$ cat src/verilog/pxb_regs.svh
`ifndef PXB_REGS_SVH
`define PXB_REGS_SVH
// ----------------------------------------------------------------------
// sizes
// ----------------------------------------------------------------------
`define PXB_NPINS        24
`define PXB_NFUNC        23
// ----------------------------------------------------------------------
// fixed serial pins (port 0 index)
// ----------------------------------------------------------------------
`define PXB_TX_PIN       5'h04
`define PXB_RX_PIN       5'h05
// ----------------------------------------------------------------------
// function index in priority order
// ----------------------------------------------------------------------
`define PXB_F_TX         0
`define PXB_F_RX         1
`define PXB_F_SCK        2
`define PXB_F_MISO       3
`define PXB_F_MOSI       4
`define PXB_F_NSS        5
`define PXB_F_SDA        6
`define PXB_F_SCL        7
`define PXB_F_CPA        8
`define PXB_F_CPAA       9
`define PXB_F_CPB        10
`define PXB_F_CPBA       11
`define PXB_F_SYSTEM_CLOCK_OUTPUT     12
`define PXB_F_CAPTURE_COMPARE_OUT_ZERO       13
`define PXB_F_ECI        19
`define PXB_F_T0         20
`define PXB_F_T1         21
`define PXB_F_NONE       5'h1f
// ----------------------------------------------------------------------
// select low bit positions
// ----------------------------------------------------------------------
`define PXB_SL_SER       0
`define PXB_SL_SPI       1
`define PXB_SL_I2C       2
`define PXB_SL_SYSTEM_CLOCK_OUTPUT    3
`define PXB_SL_CPA       4
`define PXB_SL_CPAA      5
`define PXB_SL_CPB       6
`define PXB_SL_CPBA      7
// ----------------------------------------------------------------------
// select high bit positions
// ----------------------------------------------------------------------
`define PXB_SH_CEX_LSB   0
`define PXB_SH_ECI       3
`define PXB_SH_T0        4
`define PXB_SH_T1        5
`define PXB_SH_EN        6
// ----------------------------------------------------------------------
// slave select mode, 4-wire codes have msb set
// ----------------------------------------------------------------------
`define PXB_SS_4WIRE_BIT 1
`define PXB_RESET_BYTE   8'h00
`define PXB_RESET_PINS   24'h00_0000
`endif

$ cat src/verilog/pxb_pkg.sv
package pxb_pkg;
  // per-pin route code: function index, or none for port i/o
  typedef logic [4:0] pxb_fn_t;
  typedef struct packed {
    logic [23:0] mask;
    logic [23:0] drive_pp;
  } pxb_pincfg_s;
  typedef struct packed {
    logic [7:0] sel_low;
    logic [7:0] sel_high;
    logic [1:0] ss_mode;
  } pxb_sel_s;
endpackage

$ cat src/verilog/pxb_crossbar.sv
`timescale 1ns/1ps
`include "pxb_regs.svh"
// What this block does
// - twenty-four pins in three byte ports; gpio or routed.
// - each port latch always shows the synchronised pin level.
// - functions are placed in one fixed priority order, serial first.
// - each non-serial function takes the lowest free pin, port 0 first.
// - serial transmit and receive sit fixed on pins 0.4 and 0.5.
// - a pin given to a higher function is passed over later.
// - a pin with its exclude bit set counts as occupied.
// - one eight-bit exclude mask per port, bit n is pin n.
// - oscillator, reference, convert start, dac pins are skipped only when their exclude bits are set.
// - a per-pin drive bit picks push-pull or open-drain.
// - two select bytes choose functions; unselected ones take no pin.
// - slave select is routed only in 4-wire spi mode.
// - i2c enable claims data and clock; serial claims both lines.
// - with enable clear every pin is an input, drivers off.
// - leftover pins are ordinary port i/o.
module pxb_crossbar
  import pxb_pkg::*;
(
  input  wire logic              sys_clk,
  input  wire logic              resetn,
  input  wire logic              clk_en,
  input  wire pxb_sel_s          sel,
  input  wire pxb_pincfg_s       pincfg,
  input  wire logic [23:0]       port_latch_out,
  input  wire logic [21:0]       func_out,
  input  wire logic [21:0]       func_idle,
  input  wire logic [23:0]       pin_in,
  output logic      [23:0]       pin_out,
  output logic      [23:0]       pin_oe,
  output logic      [23:0]       port_latch_in,
  output logic      [21:0]       func_in,
  output logic      [21:0]       func_placed
);
  // ----------------------------------------------------------------------
  // pin input synchroniser
  // ----------------------------------------------------------------------
  logic [23:0] pin_meta;
  logic [23:0] pin_sync;
  // pins are asynchronous; only pin_sync is read past this point

  always_ff @(posedge sys_clk or negedge resetn) begin
    if (!resetn) begin
      pin_meta <= `PXB_RESET_PINS;
      pin_sync <= `PXB_RESET_PINS;
    end else if (clk_en) begin
      pin_meta <= pin_in;
      pin_sync <= pin_meta;
    end
  end

  // ----------------------------------------------------------------------
  // requests
  // ----------------------------------------------------------------------
  logic [21:0] req;
  logic        enable;

  assign enable = sel.sel_high[`PXB_SH_EN];

  always_comb begin
    req = '0;
    req[`PXB_F_TX]   = sel.sel_low[`PXB_SL_SER];
    req[`PXB_F_RX]   = sel.sel_low[`PXB_SL_SER];
    req[`PXB_F_SCK]  = sel.sel_low[`PXB_SL_SPI];
    req[`PXB_F_MISO] = sel.sel_low[`PXB_SL_SPI];
    req[`PXB_F_MOSI] = sel.sel_low[`PXB_SL_SPI];
    req[`PXB_F_NSS]  = sel.sel_low[`PXB_SL_SPI] &
                       sel.ss_mode[`PXB_SS_4WIRE_BIT];
    req[`PXB_F_SDA]  = sel.sel_low[`PXB_SL_I2C];
    req[`PXB_F_SCL]  = sel.sel_low[`PXB_SL_I2C];
    req[`PXB_F_CPA]  = sel.sel_low[`PXB_SL_CPA];
    req[`PXB_F_CPAA] = sel.sel_low[`PXB_SL_CPAA];
    req[`PXB_F_CPB]  = sel.sel_low[`PXB_SL_CPB];
    req[`PXB_F_CPBA] = sel.sel_low[`PXB_SL_CPBA];
    req[`PXB_F_SYSTEM_CLOCK_OUTPUT] = sel.sel_low[`PXB_SL_SYSTEM_CLOCK_OUTPUT];
    // capture outputs: three-bit count of modules routed
    for (int c = 0; c < 6; c++) begin
      req[`PXB_F_CAPTURE_COMPARE_OUT_ZERO + c] =
        (32'(sel.sel_high[`PXB_SH_CEX_LSB +: 3]) > c);
    end
    req[`PXB_F_ECI] = sel.sel_high[`PXB_SH_ECI];
    req[`PXB_F_T0]  = sel.sel_high[`PXB_SH_T0];
    req[`PXB_F_T1]  = sel.sel_high[`PXB_SH_T1];
  end

  // ----------------------------------------------------------------------
  // priority decode; special-function pins only leave via exclude mask
  // ----------------------------------------------------------------------
  pxb_fn_t     next_route [`PXB_NPINS];
  logic [23:0] taken;
  logic [21:0] next_placed;
  logic        found;

  always_comb begin
    // an excluded pin is simply pre-taken, so skips and claims share a path
    taken       = pincfg.mask;
    next_placed = '0;
    found       = 1'b0;
    for (int p = 0; p < `PXB_NPINS; p++) begin
      next_route[p] = `PXB_F_NONE;
    end
    // the serial pair overrides the mask so the fixed pins never move
    if (req[`PXB_F_TX]) begin
      next_route[`PXB_TX_PIN] = 5'(`PXB_F_TX);
      next_route[`PXB_RX_PIN] = 5'(`PXB_F_RX);
      taken[`PXB_TX_PIN]      = 1'b1;
      taken[`PXB_RX_PIN]      = 1'b1;
      next_placed[`PXB_F_TX]  = 1'b1;
      next_placed[`PXB_F_RX]  = 1'b1;
    end
    for (int f = `PXB_F_SCK; f <= `PXB_F_T1; f++) begin
      found = 1'b0;
      for (int p = 0; p < `PXB_NPINS; p++) begin
        if (req[f] && !found && !taken[p]) begin
          found          = 1'b1;
          taken[p]       = 1'b1;
          next_route[p]  = 5'(f);
          next_placed[f] = 1'b1;
        end
      end
    end
    if (!enable) begin
      for (int p = 0; p < `PXB_NPINS; p++) begin
        next_route[p] = `PXB_F_NONE;
      end
      next_placed = '0;
    end
  end

  // ----------------------------------------------------------------------
  // registered routing, refreshed every enabled cycle
  // ----------------------------------------------------------------------
  pxb_fn_t route [`PXB_NPINS];

  always_ff @(posedge sys_clk or negedge resetn) begin
    if (!resetn) begin
      for (int p = 0; p < `PXB_NPINS; p++) begin
        route[p] <= `PXB_F_NONE;
      end
      func_placed <= '0;
    end else if (clk_en) begin
      for (int p = 0; p < `PXB_NPINS; p++) begin
        route[p] <= next_route[p];
      end
      func_placed <= next_placed;
    end
  end

  // ----------------------------------------------------------------------
  // pin drivers; i2c lines are always open-drain
  // ----------------------------------------------------------------------
  logic [23:0] next_out;
  logic [23:0] next_oe;
  logic        lvl;

  always_comb begin
    next_out = '0;
    next_oe  = '0;
    lvl      = 1'b0;
    for (int p = 0; p < `PXB_NPINS; p++) begin
      if (next_route[p] == `PXB_F_NONE) begin
        lvl = port_latch_out[p];
      end else begin
        lvl = func_out[next_route[p]];
      end
      if (enable) begin
        if (pincfg.drive_pp[p] && next_route[p] != 5'(`PXB_F_SDA) &&
            next_route[p] != 5'(`PXB_F_SCL)) begin
          next_out[p] = lvl;
          next_oe[p]  = 1'b1;
        end else begin
          // open-drain: release for a one, pull low for a zero
          next_out[p] = 1'b0;
          next_oe[p]  = !lvl;
        end
      end
    end
  end

  always_ff @(posedge sys_clk or negedge resetn) begin
    if (!resetn) begin
      pin_out <= `PXB_RESET_PINS;
      pin_oe  <= `PXB_RESET_PINS;
    end else if (clk_en) begin
      // drivers follow next_route so pins and placement move together
      pin_out <= next_out;
      pin_oe  <= next_oe;
    end
  end

  // ----------------------------------------------------------------------
  // inputs to functions and port latch read-back
  // ----------------------------------------------------------------------
  // limitation: a routed input trails its pin by sync plus one route cycle
  logic [21:0] next_fin;

  always_comb begin
    next_fin = func_idle;
    for (int p = 0; p < `PXB_NPINS; p++) begin
      if (route[p] != `PXB_F_NONE) begin
        next_fin[route[p]] = pin_sync[p];
      end
    end
  end

  always_ff @(posedge sys_clk or negedge resetn) begin
    if (!resetn) begin
      func_in       <= '0;
      port_latch_in <= `PXB_RESET_PINS;
    end else if (clk_en) begin
      func_in       <= next_fin;
      port_latch_in <= pin_sync;
    end
  end
endmodule // pxb_crossbar

$ cat config.mk
export PLATFORM = sky130hd
export DESIGN_NAME = pxb_crossbar
export DESIGN_NICKNAME = d
export VERILOG_FILES = /design/src/verilog/pxb_pkg.sv /design/src/verilog/pxb_crossbar.sv
export VERILOG_INCLUDE_DIRS = /design/src /design/src/verilog
export SDC_FILE = /design/constraint.sdc
export NUM_CORES = 2
export LEC_CHECK = 0
export BUFFER_PORTS_ARGS = -buffer_cell sky130_fd_sc_hd__buf_2
export CAP_MARGIN = 40
export CORE_ASPECT_RATIO = 0.6
export CORE_MARGIN = 2
export CORE_UTILIZATION = 57
export DETAILED_ROUTE_END_ITERATION = 16
export PLACE_DENSITY = 0.76
export SYNTH_ARGS = -nofsm -noshare
export SYNTH_HDL_FRONTEND = slang
export SYNTH_SLANG_ARGS = --single-unit
$ cat constraint.sdc
create_clock -name sys_clk -period 6.3 [get_ports sys_clk]
set_input_delay 0.63 -clock sys_clk [delete_from_list [all_inputs] [get_ports sys_clk]]
set_output_delay 0.63 -clock sys_clk [all_outputs]
set_load 0.02 [all_outputs]
==> out/results.tsv, run 1 <==
stage	metric	value	unit
floorplan	Die Wd	359	µm
synthesis	Post-Syn Area	43100	µm²
run_status	Halt Stage	global routing	
clocking	H-tree Lvls	1	
floorplan	Die Ht	217	µm
synthesis	Yosys top cell by area	dfrtp_1	
synthesis	dominant cells by area after synthesis	dfrtp_1 (9.5%), nor2_1 (7.3%), dfstp_2 (7.3%)	
clocking	Clock Path Buffers	3	
place	pre-CTS WS	-3.35	ns
synthesis	ys async rst share	100	%
global_routing	global route total overflow	2603	
synthesis	Cell variety after synth	146	
run_status	status	did not finish	
clocking	TritonCTS Buffers	29	
clocking	CTS Sinks	283	
floorplan	Starting Density	57.3	%
place	IO buf count	274	
place	HPWL after DPL	166000	µm
global_routing	Total Routing Usage GR	93.9	%
run_status	error message	[ERROR GRT-0232] Routing congestion too high. Check the congestion heatmap in the GUI.	
floorplan	Std-Cell Rows	78	
timing	GR repair worst EP	pin_oe[22]$_DFFE_PN0P_/D	
synthesis	syn_nets	6467	
synthesis	Ys Warns	0	
synthesis	Post-synth EDFFs	0	
synthesis	Synth Area per Inst	6.84	µm²
place	routability cong.	1.12	
synthesis	Seq cells post-synth	283	
synthesis	Synth top area share	9.46	%
synthesis	Seq/Total Area, Yosys	16.8	%
synthesis	Post-synth top flop	dfrtp_1	
timing	worst endpoint pin kind	register data pin	
global_routing	largest net degree at the start of global routing	152	
synthesis	Mapped Cells	6306	
floorplan	Top Ports	277	
clocking	clk root buf	clkbuf_16	
## stage by stage
stage	cell area (µm²)	instances	hold WS, ns	setup TNS, ns	util [%]
after global placement	58500	8924	0.462	-200.73	77.8
after CTS	64800	9218	0.0767	-100.52	86.1
after floorplan	44300	6306	0.334	-114.71	-
after detailed placement	58600	8927	0.467	-228.91	77.9
## logic make-up after synthesis
kind of cell               after synthesis  share of synthesized area, %
AOI/OAI and AO/OA                     2517                          40.8
xor gates and xnor gates                12                         0.244
adders and majority gates               54                          1.29
buffers and inverters                  520                          5.04
DFF                                    283                          16.8
muxes                                  243                          6.04
and+or+nand+nor                       2677                          29.8
## cell usage after synthesis, drive strengths merged (25+ instances only)
cell,n
a211o,31
dfrtp,163
nand2,697
o22ai,124
o2bb2ai,27
a211oi,135
o21ai,487
nor3b,66
a22oi,49
or2,47
a2111oi,32
nor4,37
inv,75
a21oi,576
nand3,256
mux2,98
o211ai,126
dfstp,120
a221oi,88
clkbuf,327
nand2b,75
nor2b,56
a21o,71
o311ai,44
or3,54
nor3,230
buf,114
and2,83
mux2i,141
o21a,37
and3,56
nor2,851
nand4,51
o2111ai,25
o221ai,88
nand3b,33
a311oi,55
a221o,34
a31oi,140
o31ai,72
maj3,54
## metal layers
metal / track usage, % / GRT overflow
met5: 75.1 / 31
met4: 94.8 / 663
met3: 83.6 / 234
met2: 106 / 1520
met1: 91.8 / 155
## timing repair
item,4_1_cts
endpoints found under the setup margin,121
pin swaps,258
cloned,8
buffers inserted,236
hold buffers,0
resized for setup,718
==> run 2: changes to the inputs <==
CORE_ASPECT_RATIO = default   (was 0.6)
CORE_UTILIZATION = 40   (was 57)
PLACE_DENSITY = default   (was 0.76)
PLACE_DENSITY_LB_ADDON = 0.15   (was default)
==> run 2 against run 1 <==
Compared with the run above: the flow now finishes, with violations (setup timing); area after synthesis did not move; synthesized cell count unchanged.
==> out/results.tsv, run 2 <==
stage	metric	value	unit	change
route	DRC	0		
layout	FILL cells	9900		
run_status	status	finished, violations left		
synthesis	Ys Warns	0		unchanged
timing	Setup TNS	-117.98	ns	
synthesis	Seq/Total Area, Yosys	16.8	%	unchanged
layout	most frequent cells in the layout	buf_4 (1962), nor2_1 (776), nand2_1 (640), a21oi_1 (497), o21ai_0 (371)		
clocking	clock slew at reported path FFs	0.07	ns	
synthesis	cell with the most instances after synthesis	nor2_1		
timing	Worst-Margin Slew	1.00	ns	
synthesis	Simple-Gate Fraction of Synth Area	29.8	%	unchanged
layout	Largest register FFs	120		
clocking	TritonCTS Buffers	37		+28%
pwr	Lkg Pwr	27.9	nW	
timing	clk_skew	0.0191	ns	
synthesis	xor/xnor cell area share of the yosys netlist	0.244	%	unchanged
floorplan	Die Ht	332	µm	+53%
clocking	clk root buf	clkbuf_16		
critical_path	Crit path depth	37		
place	IO buf count	274		unchanged
global_routing	global route total overflow	0		
route	Via density	6.26		
timing	slew margin rel.	33.1	%	
critical_path	reg2reg end	func_in[8]		
pwr	Tot Pwr	0.0137	W	
synthesis	Synth Area per Inst	6.84	µm²	unchanged
timing	unrepaired setup endpoints after global routing	true		
critical_path	critical path class	in2reg		
place	HPWL after DPL	176000	µm	+5.9%
layout	Finished Cell Area	66800	µm²	
route	router iterations before antenna repair	8		
synthesis	top post-synthesis cells by count	nor2_1 (842), nand2_1 (687), a21oi_1 (556)		
layout	commonest non-fill, non-tap cell in the layout	buf_4		
synthesis	syn_nets	6467		unchanged
route	drt wl/cell	23.2	µm	
critical_path	r2r setup slk	0.47	ns	
synthesis	Cell variety after synth	146		unchanged
floorplan	die area	110000	µm²	
min_path	Hold Path Class	in2async		
floorplan	Top Ports	277		unchanged
synthesis	Synth Area in Compound Gates	40.8	%	unchanged
pwr	power per cell area	206	nW/µm²	
layout	Area Growth Syn to Fin	54.8	%	
clocking	worst-skew pair later-pin latency	0.60	ns	
critical_path	CP startpoint kind	input pin		
place	routability cong.	0.991		-12%
route	routed vias	61000		
critical_path	R2R Path Start	route[118]		
synthesis	Seq cells post-synth	283		unchanged
synthesis	Yosys top cell by area	dfrtp_1		
critical_path	worst-case reg-to-reg path depth	28		
clocking	H-tree Lvls	2		+1
critical_path	critical path data arrival time	9.08	ns	
critical_path	Largest stage delay, worst path	0.49	ns	
route	antenna-violating nets left	0		
critical_path	CP startpoint	pincfg[26]		
global_routing	Total Routing Usage GR	38.4	%	
layout	layout cells sized above 1	42.2	%	
synthesis	Post-synth top flop	dfrtp_1		
timing	final worst setup slack	-2.29	ns	
synthesis	Synth top area share	9.46	%	unchanged
synthesis	largest family of logic cells by synthesized area	compound AO/OA/AOI/OAI gates		
critical_path	crit path max fanout	10		
layout	Layout Nets	8451		
global_routing	first-pass GRT wire length	336000	µm	
pwr	VDD IR max	0.188	mV	
synthesis	Post-synth EDFFs	0		unchanged
place	dpl cell area	59600	µm²	+1.7%
clocking	Post-CTS Hold Fix Bufs	0		unchanged
route	final WL	225000	µm	
layout	Biggest register	route		
global_routing	initial antenna violation count	13		
floorplan	Die Wd	332	µm	-7.5%
timing	final worst-path cycle share	136	%	
timing	Hold Fails Final Rpt	0		
run_status	violated checks	setup timing		
critical_path	Buf/Inv on CP	7		
synthesis	ys async rst share	100	%	unchanged
synthesis	Mapped Cells	6306		unchanged
floorplan	Core Box Area	107000	µm²	
synthesis	dominant cells by area after synthesis	dfrtp_1 (9.5%), nor2_1 (7.3%), dfstp_2 (7.3%)		
route	Iteration-0 DRC Markers	6881		
clocking	CTS tree	built		
run	MaxCap Viol Count	0		
timing	# setup viols final	102		
critical_path	Worst setup EP type	register		
timing	Tmin final	8.59	ns	
floorplan	Std-Cell Rows	120		+54%
clocking	CTS Sinks	283		unchanged
global_routing	vias in the first global route	56700		
synthesis	mux contribution to synthesized area	6.04	%	unchanged
layout	fin util	62.4	%	
timing	fmax	116	MHz	
critical_path	critical path's slowest cell	or4_4		
global_routing	largest net degree at the start of global routing	162		
floorplan	Starting Density	40.3	%	-17 points
critical_path	Critical Path End	pin_out[21]		
critical_path	WP data required	6.79	ns	
synthesis	Adder-Cell Fraction of Synth Area	1.29	%	unchanged
synthesis	Post-Syn Area	43100	µm²	unchanged
timing	Fin Hold WS	0.0439	ns	
critical_path	Largest delay share family, worst path	compound AO/OA/AOI/OAI gates		
timing	Pins Over Slew Limit	0		
clocking	Clock Path Buffers	3		unchanged
==> run 2: cell counts after synthesis <==
Identical to the previous run, type by type.
==> run 2: power by group <==
group          leakage (nW)  internal, W  total [W]  switching [W]
Sequential             3.27      0.00219    0.00263       0.000443
Clock                 0.639      0.00139    0.00234       0.000945
Combinational          24.0      0.00399    0.00877        0.00478
==> run 2: worst min path at each step <==
| stage | slack (ns) | endpoint | start |
|---|---|---|---|
| global placement | 0.46 | pin_out[13] | pin_out[13] |
| floorplan | 0.33 | func_in[0] | resetn |
| CTS | 0.05 | pin_out[4] | resetn |
| finish | 0.04 | pin_out[4] | resetn |
| global route | 0.09 | pin_out[4] | resetn |
| detailed placement | 0.47 | func_in[0] | func_in[0] |
==> run 2: per-stage QoR <==
stage / cells / worst slack (ns)
after detailed placement: 9391 / -3.37
after floorplan: 6306 / -2.67
after CTS: 9634 / -2.18
final: 9732 / -2.29
after global placement: 9382 / -3.35
after global routing: 9722 / -2.58
==> run 2: area by class of cell <==
type	count	area, µm²	area share, %
Multi-Input combinational cell	5503	38000	56.9
Timing Repair Buffer	2386	18100	27.2
Sequential cell	283	7230	10.8
Tap cell	1403	1760	2.63
Clock buffer	49	1050	1.58
Inverter	79	299	0.448
Clock inverter	19	259	0.388
Antenna cell	10	25.0	0.0375
==> run 2: kinds of logic after synthesis <==
kind of cell,after synthesis
AOI/OAI and AO/OA,2517
adders and majority gates,54
xor gates and xnor gates,12
DFF,283
and+or+nand+nor,2677
buffers and inverters,520
muxes,243
==> run 2: timing repair <==
action | CTS | global route
resized for setup | 519 | 305
gates cloned | 2 | 0
setup buffers | 177 | 96
pin swaps | 228 | 173
endpoints found under the setup margin | 111 | 123
==> run 2: per-layer routing <==
layer / global-route usage, % / wire length (µm) / up-vias
met5: 0 / 46 / -
met4: 17.8 / 12200 / 6
met3: 4.23 / 18300 / 494
met2: 59.0 / 96800 / 2810
met1: 53.8 / 98200 / 29300
li1: - / - / 28400
Power figures use the tool's default switching activity.
